File: config.mk
export PLATFORM = sky130hd
export DESIGN_NAME = pmb_cmd_bank
export DESIGN_NICKNAME = d
export VERILOG_FILES = /design/src/hdl/pmb_pkg.sv /design/src/hdl/pmb_cmd_bank.sv /design/src/hdl/pmb_log_mem.sv
export SDC_FILE = /design/constraint.sdc
export NUM_CORES = 2
export LEC_CHECK = 0
export ABC_CLOCK_PERIOD_IN_PS = 5130
export BUFFER_PORTS_ARGS = -buffer_cell sky130_fd_sc_hd__clkbuf_2
export CORE_MARGIN = 8
export CORE_UTILIZATION = 45
export CTS_CLUSTER_DIAMETER = 80
export DETAILED_ROUTE_END_ITERATION = 8
export GPL_TIMING_DRIVEN = 0
export PLACE_DENSITY_LB_ADDON = 0.05
export SLEW_MARGIN = 40
export SYNTH_ARGS = -nofsm -noshare
export SYNTH_HDL_FRONTEND = slang
export SYNTH_SLANG_ARGS = --single-unit
File: constraint.sdc
create_clock -name CLK -period 5.13 [get_ports CLK]
set_input_delay 1.026 -clock CLK [delete_from_list [all_inputs] [get_ports CLK]]
set_output_delay 1.026 -clock CLK [all_outputs]
set_load 0.05 [all_outputs]
File: src/hdl/pmb_pkg.sv
// Package: command codes, defaults and types of the vendor command bank
package pmb_pkg;

    // ************************************************************
    // Command codes
    // ************************************************************
    localparam logic [7:0] CMD_IOUT_PEAK  = 8'hd7;
    localparam logic [7:0] CMD_RETRY      = 8'hdb;
    localparam logic [7:0] CMD_RESTART    = 8'hdc;
    localparam logic [7:0] CMD_VOUT_PEAK  = 8'hdd;
    localparam logic [7:0] CMD_VIN_PEAK   = 8'hde;
    localparam logic [7:0] CMD_TEXT_PEAK  = 8'hdf;
    localparam logic [7:0] CMD_PEAK_CLR   = 8'he3;
    localparam logic [7:0] CMD_PADS       = 8'he5;
    localparam logic [7:0] CMD_DEV_ADDR   = 8'he6;
    localparam logic [7:0] CMD_PART_ID    = 8'he7;
    localparam logic [7:0] CMD_LOG_STORE  = 8'hea;
    localparam logic [7:0] CMD_LOG_ERASE  = 8'hec;
    localparam logic [7:0] CMD_LOG_READ   = 8'hee;
    localparam logic [7:0] CMD_COMMON     = 8'hef;
    localparam logic [7:0] CMD_COMPARE    = 8'hf0;
    localparam logic [7:0] CMD_TINT_PEAK  = 8'hf4;
    localparam logic [7:0] CMD_PWM_CFG    = 8'hf5;
    localparam logic [7:0] CMD_TEMPCO     = 8'hf6;
    localparam logic [7:0] CMD_SLOPE      = 8'hf8;
    localparam logic [7:0] CMD_OFFSET     = 8'hf9;
    localparam logic [7:0] CMD_RAIL_ADDR  = 8'hfa;
    localparam logic [7:0] CMD_FULL_RESET = 8'hfd;

    // ************************************************************
    // Values after reset
    // ************************************************************
    localparam logic [15:0] RETRY_DFLT   = 16'hfabc;
    localparam logic [15:0] RESTART_DFLT = 16'hfbe8;
    localparam logic [7:0]  ADDR_DFLT    = 8'h4f;
    localparam logic [7:0]  RAIL_DFLT    = 8'h80;
    localparam logic [7:0]  PWM_DFLT     = 8'h14;
    localparam logic [15:0] TEMPCO_DFLT  = 16'h0f3c;
    localparam logic [15:0] SLOPE_DFLT   = 16'h4000;
    localparam logic [15:0] OFFSET_DFLT  = 16'h8000;
    // Most negative linear value, so any first sample wins
    localparam logic [15:0] PK_L11_FLOOR = 16'h7c00;
    localparam logic [15:0] PK_L16_FLOOR = 16'h0000;
    // Arbitrary identification value
    localparam logic [15:0] PART_ID_DFLT = 16'h5a5a;
    localparam logic [7:0]  LOG_ERASED   = 8'hff;

    // ************************************************************
    // Sizes and tracker slots
    // ************************************************************
    localparam int LOG_DEPTH = 32;
    localparam int LOG_AW    = 5;
    localparam int N_PEAK    = 8;
    localparam int PK_IOUT   = 0;
    localparam int PK_VOUT   = 2;
    localparam int PK_VIN    = 4;
    localparam int PK_TEXT   = 5;
    localparam int PK_TINT   = 7;

    // ************************************************************
    // Types
    // ************************************************************
    typedef logic [N_PEAK-1:0][15:0] pmb_meas_t;

    typedef struct packed {
        logic [1:0][15:0] retry;
        logic [1:0][15:0] restart;
        logic [7:0]       addr;
        logic [1:0][7:0]  rail;
        logic [7:0]       pwm;
        logic [1:0][15:0] tempco;
        logic [1:0][15:0] slope;
        logic [1:0][15:0] offset;
    } pmb_nv_t;

    localparam pmb_nv_t NV_DFLT = '{
        retry:   {2{RETRY_DFLT}},
        restart: {2{RESTART_DFLT}},
        addr:    ADDR_DFLT,
        rail:    {2{RAIL_DFLT}},
        pwm:     PWM_DFLT,
        tempco:  {2{TEMPCO_DFLT}},
        slope:   {2{SLOPE_DFLT}},
        offset:  {2{OFFSET_DFLT}}
    };

    typedef enum logic [1:0] {
        LOG_IDLE  = 2'b00,
        LOG_STORE = 2'b01,
        LOG_ERASE = 2'b10
    } pmb_log_st_t;

endpackage : pmb_pkg

File: src/hdl/pmb_cmd_bank.sv
// Vendor command bank: peaks, NV settings, fault log and special commands
`timescale 1ns/1ps
module pmb_cmd_bank #(
    parameter logic [15:0] PART_ID = pmb_pkg::PART_ID_DFLT
) (
    input  wire logic                       CLK,
    input  wire logic                       RST_B,
    input  wire logic [7:0]                 CMD_CODE,
    input  wire logic                       CMD_WR,
    input  wire logic                       CMD_RD,
    input  wire logic                       CMD_SEND,
    input  wire logic [15:0]                CMD_WDATA,
    input  wire logic                       PAGE,
    output logic      [15:0]                CMD_RDATA,
    output logic                            CMD_ACK,
    output logic                            CMD_NACK,
    input  wire logic                       STORE_ALL,
    input  wire logic                       RESTORE_ALL,
    input  wire pmb_pkg::pmb_meas_t         MEAS,
    input  wire logic                       MEAS_VALID,
    input  wire logic [15:0]                PADS,
    input  wire logic [7:0]                 COMMON,
    output logic      [pmb_pkg::LOG_AW-1:0] LOG_IDX,
    input  wire logic [7:0]                 LOG_BYTE,
    output logic                            LOG_BUSY,
    output logic                            MEM_MISMATCH,
    output logic                            FULL_RESET_REQ,
    output pmb_pkg::pmb_nv_t                CFG
);
    import pmb_pkg::*;

    // ************************************************************
    // Functions
    // ************************************************************
    function automatic logic signed [47:0] l11_val(input logic [15:0] w);
        logic signed [47:0] m;
        logic signed [5:0]  e;
        m = {{37{w[10]}}, w[10:0]};
        e = {w[15], w[15:11]};
        l11_val = m <<< (6'(e + 6'sd16));
    endfunction : l11_val

    function automatic logic peak_gt(input logic l16,
                                     input logic [15:0] a,
                                     input logic [15:0] b);
        peak_gt = l16 ? (a > b) : (l11_val(a) > l11_val(b));
    endfunction : peak_gt

    function automatic logic is_l16(input int i);
        is_l16 = (i == PK_VOUT) || (i == PK_VOUT + 1);
    endfunction : is_l16

    function automatic logic code_rw(input logic [7:0] c);
        code_rw = (c == CMD_RETRY)  || (c == CMD_RESTART) ||
                  (c == CMD_DEV_ADDR) || (c == CMD_PWM_CFG) ||
                  (c == CMD_TEMPCO) || (c == CMD_SLOPE) ||
                  (c == CMD_OFFSET) || (c == CMD_RAIL_ADDR);
    endfunction : code_rw

    function automatic logic code_ro(input logic [7:0] c);
        code_ro = (c == CMD_IOUT_PEAK) || (c == CMD_VOUT_PEAK) ||
                  (c == CMD_VIN_PEAK)  || (c == CMD_TEXT_PEAK) ||
                  (c == CMD_TINT_PEAK) || (c == CMD_PADS) ||
                  (c == CMD_PART_ID)   || (c == CMD_LOG_READ) ||
                  (c == CMD_COMMON);
    endfunction : code_ro

    function automatic logic code_send(input logic [7:0] c);
        code_send = (c == CMD_PEAK_CLR)  || (c == CMD_LOG_STORE) ||
                    (c == CMD_LOG_ERASE) || (c == CMD_COMPARE) ||
                    (c == CMD_FULL_RESET);
    endfunction : code_send

    // ************************************************************
    // Request capture
    // ************************************************************
    logic [7:0]  q_code_r;
    logic        q_wr_r;
    logic        q_rd_r;
    logic        q_send_r;
    logic [15:0] q_wdata_r;
    logic        q_page_r;

    always_ff @(posedge CLK or negedge RST_B) begin
        if (!RST_B) begin
            q_code_r  <= 8'h00;
            q_wr_r    <= 1'b0;
            q_rd_r    <= 1'b0;
            q_send_r  <= 1'b0;
            q_wdata_r <= 16'h0000;
            q_page_r  <= 1'b0;
        end else begin
            q_code_r  <= CMD_CODE;
            q_wr_r    <= CMD_WR;
            q_rd_r    <= CMD_RD;
            q_send_r  <= CMD_SEND;
            q_wdata_r <= CMD_WDATA;
            q_page_r  <= PAGE;
        end
    end

    // ************************************************************
    // Decode
    // ************************************************************
    pmb_log_st_t log_st_r;
    pmb_log_st_t log_st_nxt;
    logic        busy;
    logic        log_cmd;
    logic        wr_ok;
    logic        rd_ok;
    logic        send_ok;
    logic        clr_fire;
    logic        store_go;
    logic        erase_go;
    logic        cmp_fire;
    logic        full_fire;
    logic        reload;

    assign busy      = (log_st_r != LOG_IDLE);
    // Log commands are refused while the walker runs; it owns the memory port
    assign log_cmd   = (q_code_r == CMD_LOG_STORE) ||
                       (q_code_r == CMD_LOG_ERASE) ||
                       (q_code_r == CMD_LOG_READ);
    assign wr_ok     = q_wr_r & code_rw(q_code_r);
    assign rd_ok     = q_rd_r & (code_rw(q_code_r) | code_ro(q_code_r)) &
                       ~(busy & log_cmd);
    assign send_ok   = q_send_r & code_send(q_code_r) & ~(busy & log_cmd);
    assign clr_fire  = send_ok & (q_code_r == CMD_PEAK_CLR);
    assign store_go  = send_ok & (q_code_r == CMD_LOG_STORE);
    assign erase_go  = send_ok & (q_code_r == CMD_LOG_ERASE);
    assign cmp_fire  = send_ok & (q_code_r == CMD_COMPARE);
    assign full_fire = send_ok & (q_code_r == CMD_FULL_RESET);
    assign reload    = RESTORE_ALL | full_fire;

    // ************************************************************
    // Working and stored settings
    // ************************************************************
    pmb_nv_t work_r;
    pmb_nv_t work_nxt;
    pmb_nv_t shadow_r;

    always_comb begin
        work_nxt = work_r;
        if (reload) begin
            work_nxt = shadow_r;
        end else if (wr_ok) begin
            case (q_code_r)
                CMD_RETRY:     work_nxt.retry[q_page_r]   = q_wdata_r;
                CMD_RESTART:   work_nxt.restart[q_page_r] = q_wdata_r;
                CMD_DEV_ADDR:  work_nxt.addr = q_wdata_r[7:0];
                CMD_RAIL_ADDR: work_nxt.rail[q_page_r] = q_wdata_r[7:0];
                CMD_PWM_CFG:   work_nxt.pwm = q_wdata_r[7:0];
                CMD_TEMPCO:    work_nxt.tempco[q_page_r]  = q_wdata_r;
                CMD_SLOPE:     work_nxt.slope[q_page_r]   = q_wdata_r;
                CMD_OFFSET:    work_nxt.offset[q_page_r]  = q_wdata_r;
                default:       work_nxt = work_r;
            endcase
        end
    end

    // Power-up loads defaults into both copies: the stored image
    // has no life across power loss in this model
    always_ff @(posedge CLK or negedge RST_B) begin
        if (!RST_B) begin
            work_r   <= NV_DFLT;
            shadow_r <= NV_DFLT;
        end else begin
            work_r <= work_nxt;
            if (STORE_ALL) begin
                shadow_r <= work_r;
            end
        end
    end

    assign CFG = work_r;

    // ************************************************************
    // Peak trackers
    // ************************************************************
    // Unpacked so each generate slot owns its own variable
    logic [15:0] pk_r [N_PEAK];

    for (genvar i = 0; i < N_PEAK; i++) begin : g_peak
        localparam logic [15:0] FLOOR = is_l16(i) ? PK_L16_FLOOR
                                                  : PK_L11_FLOOR;
        wire logic [15:0] base = (clr_fire | full_fire) ? FLOOR
                                                        : pk_r[i];
        // A sample in the clearing cycle survives the clear
        wire logic take = MEAS_VALID & peak_gt(is_l16(i), MEAS[i], base);
        always_ff @(posedge CLK or negedge RST_B) begin
            if (!RST_B) begin
                pk_r[i] <= FLOOR;
            end else begin
                pk_r[i] <= take ? MEAS[i] : base;
            end
        end
    end

    // ************************************************************
    // Fault log walker
    // ************************************************************
    logic [LOG_AW-1:0] idx_r;
    logic [LOG_AW-1:0] rptr_r;
    logic [7:0]        mem_dout;
    logic              mem_we;
    logic [7:0]        mem_wdata;
    logic              idx_last;

    assign idx_last  = (idx_r == LOG_AW'(LOG_DEPTH - 1));
    assign mem_we    = busy;
    assign mem_wdata = (log_st_r == LOG_STORE) ? LOG_BYTE
                                               : LOG_ERASED;

    always_comb begin
        log_st_nxt = log_st_r;
        case (log_st_r)
            LOG_IDLE: begin
                if (store_go) begin
                    log_st_nxt = LOG_STORE;
                end else if (erase_go) begin
                    log_st_nxt = LOG_ERASE;
                end
            end
            LOG_STORE,
            LOG_ERASE: begin
                if (idx_last) begin
                    log_st_nxt = LOG_IDLE;
                end
            end
            default: log_st_nxt = LOG_IDLE;
        endcase
    end

    always_ff @(posedge CLK or negedge RST_B) begin
        if (!RST_B) begin
            log_st_r <= LOG_IDLE;
            idx_r    <= '0;
            rptr_r   <= '0;
        end else begin
            log_st_r <= log_st_nxt;
            idx_r    <= busy ? idx_r + 1'b1 : '0;
            if (rd_ok && q_code_r == CMD_LOG_READ) begin
                rptr_r <= rptr_r + 1'b1;
            end else if (q_rd_r || q_wr_r || q_send_r) begin
                rptr_r <= '0;
            end
        end
    end

    assign LOG_IDX  = idx_r;
    assign LOG_BUSY = busy;

    pmb_log_mem u_log_mem (
        .clk   (CLK),
        .we    (mem_we),
        .waddr (idx_r),
        .wdata (mem_wdata),
        .raddr (rptr_r),
        .rdata (mem_dout)
    );

    // ************************************************************
    // Read mux and answers
    // ************************************************************
    logic [15:0] rd_mux;

    always_comb begin
        case (q_code_r)
            CMD_IOUT_PEAK: rd_mux = pk_r[PK_IOUT + 32'(q_page_r)];
            CMD_VOUT_PEAK: rd_mux = pk_r[PK_VOUT + 32'(q_page_r)];
            CMD_VIN_PEAK:  rd_mux = pk_r[PK_VIN];
            CMD_TEXT_PEAK: rd_mux = pk_r[PK_TEXT + 32'(q_page_r)];
            CMD_TINT_PEAK: rd_mux = pk_r[PK_TINT];
            CMD_RETRY:     rd_mux = work_r.retry[q_page_r];
            CMD_RESTART:   rd_mux = work_r.restart[q_page_r];
            CMD_PADS:      rd_mux = PADS;
            CMD_DEV_ADDR:  rd_mux = {8'h00, work_r.addr};
            CMD_PART_ID:   rd_mux = PART_ID;
            CMD_LOG_READ:  rd_mux = {8'h00, mem_dout};
            CMD_COMMON:    rd_mux = {8'h00, COMMON};
            CMD_PWM_CFG:   rd_mux = {8'h00, work_r.pwm};
            CMD_TEMPCO:    rd_mux = work_r.tempco[q_page_r];
            CMD_SLOPE:     rd_mux = work_r.slope[q_page_r];
            CMD_OFFSET:    rd_mux = work_r.offset[q_page_r];
            CMD_RAIL_ADDR: rd_mux = {8'h00, work_r.rail[q_page_r]};
            default:       rd_mux = 16'h0000;
        endcase
    end

    always_ff @(posedge CLK or negedge RST_B) begin
        if (!RST_B) begin
            CMD_RDATA      <= 16'h0000;
            CMD_ACK        <= 1'b0;
            CMD_NACK       <= 1'b0;
            MEM_MISMATCH   <= 1'b0;
            FULL_RESET_REQ <= 1'b0;
        end else begin
            if (rd_ok) begin
                CMD_RDATA <= rd_mux;
            end
            CMD_ACK        <= wr_ok | rd_ok | send_ok;
            CMD_NACK       <= (q_wr_r | q_rd_r | q_send_r) &
                              ~(wr_ok | rd_ok | send_ok);
            if (cmp_fire) begin
                MEM_MISMATCH <= (work_r != shadow_r);
            end
            FULL_RESET_REQ <= full_fire;
        end
    end
endmodule : pmb_cmd_bank

File: src/hdl/pmb_log_mem.sv
// Fault log store: one write port, registered read port
`timescale 1ns/1ps
module pmb_log_mem (
    input  wire logic                       clk,
    input  wire logic                       we,
    input  wire logic [pmb_pkg::LOG_AW-1:0] waddr,
    input  wire logic [7:0]                 wdata,
    input  wire logic [pmb_pkg::LOG_AW-1:0] raddr,
    output logic      [7:0]                 rdata
);
    import pmb_pkg::*;

    logic [7:0] mem [LOG_DEPTH];

    // No reset on the array; contents are defined by an erase
    always_ff @(posedge clk) begin
        if (we) begin
            mem[waddr] <= wdata;
        end
        rdata <= mem[raddr];
    end

endmodule : pmb_log_mem

==> results.md <==
Run status:
- The run finished, with violations left.
- The checks that failed: DRC, setup timing.

Placement:
- In this run the tool buffered the top-level ports with 396 buffer cells.
- The estimated wirelength of the detail-placed design is 204,000 um.
- The number of placed instances, taps included, is 8,136.
- The global placer's final weighted congestion is 1.04.
- Timing analysis after detailed placement gives a worst setup slack of -1.34 ns.
- Summing all placed instances gives a cell area of 61,200 um^2.

Floorplan:
- The initial utilization of the core area, before any placement, comes to 45.2%.
- The placeable core region is 125,000 um^2.
- The floorplan row count is 130.
- The width of the chip is 371 um.
- The area enclosed by the die boundary is 138,000 um^2.
- The number of top-level pins is 411.
- The die outline height is 371 um.

Setup path:
- The worst flop-to-flop path endpoint is pk_r[127].
- At the worst endpoint, the required time is 5.71 ns.
- The worst setup path is captured at a register.
- The critical path is of the register to register type.
- STA classifies the critical path startpoint as a register.
- The arrival time of data at the critical path endpoint is 5.71 ns.
- Counting cells, the worst reg-to-reg path comes to 18.
- The startpoint identified for the worst register-to-register timing path is pk_r[123].
- The minimum setup slack among reg-to-reg paths is -0.004 ns.
- The maximum fanout encountered on the critical timing path is 10.

Finish:
- The non-filler instance count after layout is 8,356.
- In the final layout, the share of cells above drive strength 1 is 19.8%.
- Relative to the synthesized area, the layout overhead comes to 14.9%.
- At the end of the flow, the number of nets in the layout was 7,089.
- In the layout the commonest cells are nand2_1 (795), nor2_1 (523), mux2i_1 (523).
- The post-route cell area is 65,100 um^2.
- The most common cell after layout, fill and taps aside is nand2_1.

Routing:
- The detailed-route vias per instance is 6.33.
- The routed wire length is 261,000 um.
- The routed via count is 52,902.
- The first-pass iteration count of the detailed router is 9.
- In the routed design, unresolved DRC markers number 4.
- In this run the remaining antenna-violating nets after routing total 0.
- The number of design-rule violations left by the first detailed-router iteration is 6,992.
- After detailed routing, the average wire length per cell comes to 31.2 um.

Run:
- Max-cap violations in this run came to 0.

Yosys:
- The post-synthesis cell area is 56,700 um^2.
- Summed over its instances, the top area cell type makes up 17.5% of the synthesized netlist area.
- The top cell type by total area after synthesis is dfrtp_1.
- The post-synthesis net count is 6,560.
- The cell count after synthesis is 6,075.
- The number of warnings reported in the yosys synthesis log is 0.
- The register bit total from synthesis is 836.
- The fraction of synthesis flops using an asynchronous set or reset pin is 68.4%.
- Among all flip-flop cells after synthesis, the most frequent one is dfrtp_1.
- The average size of a mapped cell is 9.33 um^2.
- In the post-synthesis netlist, the biggest area contributors are dfrtp_1 (17%), edfxtp_1 (14%), mux2i_1 (9.3%), dfstp_2 (8.2%), ha_1 (6.4%).
- The count of different cell masters after synthesis is 87.
- The sequential share of the synthesized area is 39.5%.
- The number of enable flip-flop cells after synthesis is 256.

GRT:
- The initial antenna violation count is 39.
- The first global-routing pass estimated 367,000 um of wire.
- The met1 track demand over resource in global routing is 48.6%.
- In the global route stage, met3 resource usage came out at 11.5%.
- The total overflow left after global routing is 0.
- The global-route met2 utilization is 53.8%.
- The most heavily used metal layer in global routing is met2.
- Global routing used 36.6% of the available tracks across all layers.
- The maximum number of pins on one net before global-route repair is 67.
- The via count of the first global-routing pass came to 50,531.

Timing:
- Setup violations remaining at the end of the flow were counted as 1.
- Once routing completed, OpenROAD measured the worst setup slack at -0.00391 ns.
- The largest clock skew in the final design is 0.0646 ns.
- At the pin with the least slew margin, the transition time is 1.01 ns.
- For this run, the top clock speed supported by timing is 0.195 GHz.
- The worst slew margin relative to its limit is 32.3%.
- The final max-slew violation count came to 0.
- In the finished design, the share of the clock period the worst path needs comes to 100%.
- The final period demand of the worst path is 5.13 ns.
- The final number of hold-violating endpoints is 0.

Clocking:
- CTS placed an instance of clkbuf_16 at the clock tree root.
- The CTS buffer count is 98.
- The CTS tree is yes.
- The H-tree was split into 3 levels.
- The clock net sink count is 836.
- The clock latency on the worst-skew pair is 0.74 ns.
- The buffer depth of the longest clock path is 3.
- Clock-pin slew was measured on the worst setup and hold paths at 0.06 ns.

Min path:
- The worst hold path class is primary input to asynchronous set/reset pin.

Pwr:
- Summed over all cells, the static leakage comes to 28.2 nW.
- Across the VDD grid, the largest voltage drop is 351 uV.
- The power density over the cells is 578 nW/um^2.
- The total power after layout is 37.6 mW.
## timing repair
item,CTS,global route
setup endpoints to repair,128,113
cloned,0,1
resized for setup,71,70
hold buffers,0,0
pin swaps,8,9
setup buffers,12,8
## logic make-up (layout without fill, tap and decap cells)
family	after synthesis	after routing	share of synthesized area (%)
AO/OA/AOI/OAI	1420	1420	15.6
XOR/XNOR	189	189	2.92
adder cells (fa/ha/maj)	292	292	6.45
buffers and inverters	567	1182	4.02
flip-flops	836	836	39.5
multiplexers	846	846	16.3
other	0	16	0
AND/OR/NAND/NOR	1925	1925	15.2
## layout make-up
type | instances | area [um^2]
fill | 11855 | 60200
multi-input combinational | 4672 | 32400
sequential | 836 | 22400
clock buffer | 149 | 2790
timing repair buffer | 432 | 2480
tap | 1650 | 2060
buffer | 406 | 1900
inverter | 158 | 593
clock inverter | 37 | 453
antenna | 16 | 40.0
## registers in the layout, summed over array words and instances, names as in the netlist
register         count
u_log_mem.mem      256
CFG                192
shadow_r           192
pk_r               128
CMD_RDATA           16
q_wdata_r           16
q_code_r             8
u_log_mem.rdata      8
LOG_IDX              5
rptr_r               5
log_st_r             2
CMD_ACK              1
CMD_NACK             1
FULL_RESET_REQ       1
MEM_MISMATCH         1
q_page_r             1
q_rd_r               1
q_send_r             1
q_wr_r               1
## worst max-delay path, cell delays in order (launching register included)
cell      delay (ns)
dfstp_2         0.52
clkbuf_1        0.36
buf_2           0.38
mux2i_1         0.15
a21oi_1         0.42
mux2i_1         0.17
nor2_1          0.30
nand2_1         0.08
o21ai_0         0.15
o21ai_1         0.13
ha_1            0.31
a21o_1          0.17
a221o_1         0.32
a221oi_1        0.46
o21ai_0         0.23
nor3_1          0.34
nor3_4          0.12
buf_4           0.16
mux2i_2         0.24
## cells in the mapped netlist, types with 12 or more instances
cell type	number
a211oi_1	36
a21bo_2	17
a21o_1	51
a21oi_1	339
a221oi_1	35
a222oi_1	31
a22o_1	26
a22oi_1	64
a31oi_1	73
and2_1	41
and3_1	33
and4_1	13
buf_1	33
buf_2	82
clkbuf_1	284
clkinv_1	14
dfrtp_1	396
dfstp_2	176
edfxtp_1	256
ha_1	292
inv_1	142
mux2_2	283
mux2i_1	528
mux4_2	35
nand2_1	799
nand2b_1	49
nand3_1	128
nand3b_1	12
nand4_1	83
nor2_1	542
nor2b_1	37
nor3_1	66
nor4_1	53
o211ai_1	26
o21a_1	18
o21ai_0	469
o221ai_1	27
o22a_1	12
o22ai_1	59
o31ai_1	40
or3_1	32
xnor2_1	63
xor2_1	126
## metrics by stage
step	TNS [ns]	hold WS, ns	utilization [%]
floorplan	0	0.449	-
global placement	-5862.96	0.475	48.5
detailed placement	-113.13	0.476	48.8
CTS	0	0.261	51.7
global route	-0.00532	0.277	51.9
finish	-0.00391	0.266	52.0
## metal layers
metal / up-vias / routed length [um]
li1: 23243 / -
met1: 26114 / 106000
met2: 2911 / 110000
met3: 612 / 29500
met4: 22 / 15100
met5: - / 144
## worst max path at each step
stage / startpoint / endpoint / slack, ns / depth (start not counted)
detailed placement: log_st_r[1] / pk_r[106] / -1.34 / 18
CTS: q_code_r[4] / pk_r[44] / 0.0009 / 20
global placement: RST_B / shadow_r[102] / -11.42 / 1
floorplan: MEAS[12] / pk_r[126] / 0.57 / 17
finish: pk_r[123] / pk_r[127] / -0.004 / 18
global route: q_code_r[2] / pk_r[32] / -0.005 / 22
## power breakdown
part           switching (mW)  internal [mW]
registers                2.54           8.55
clock network            3.08           4.04
logic                    12.8           6.62
No activity file was read; power rests on OpenSTA's default activity.
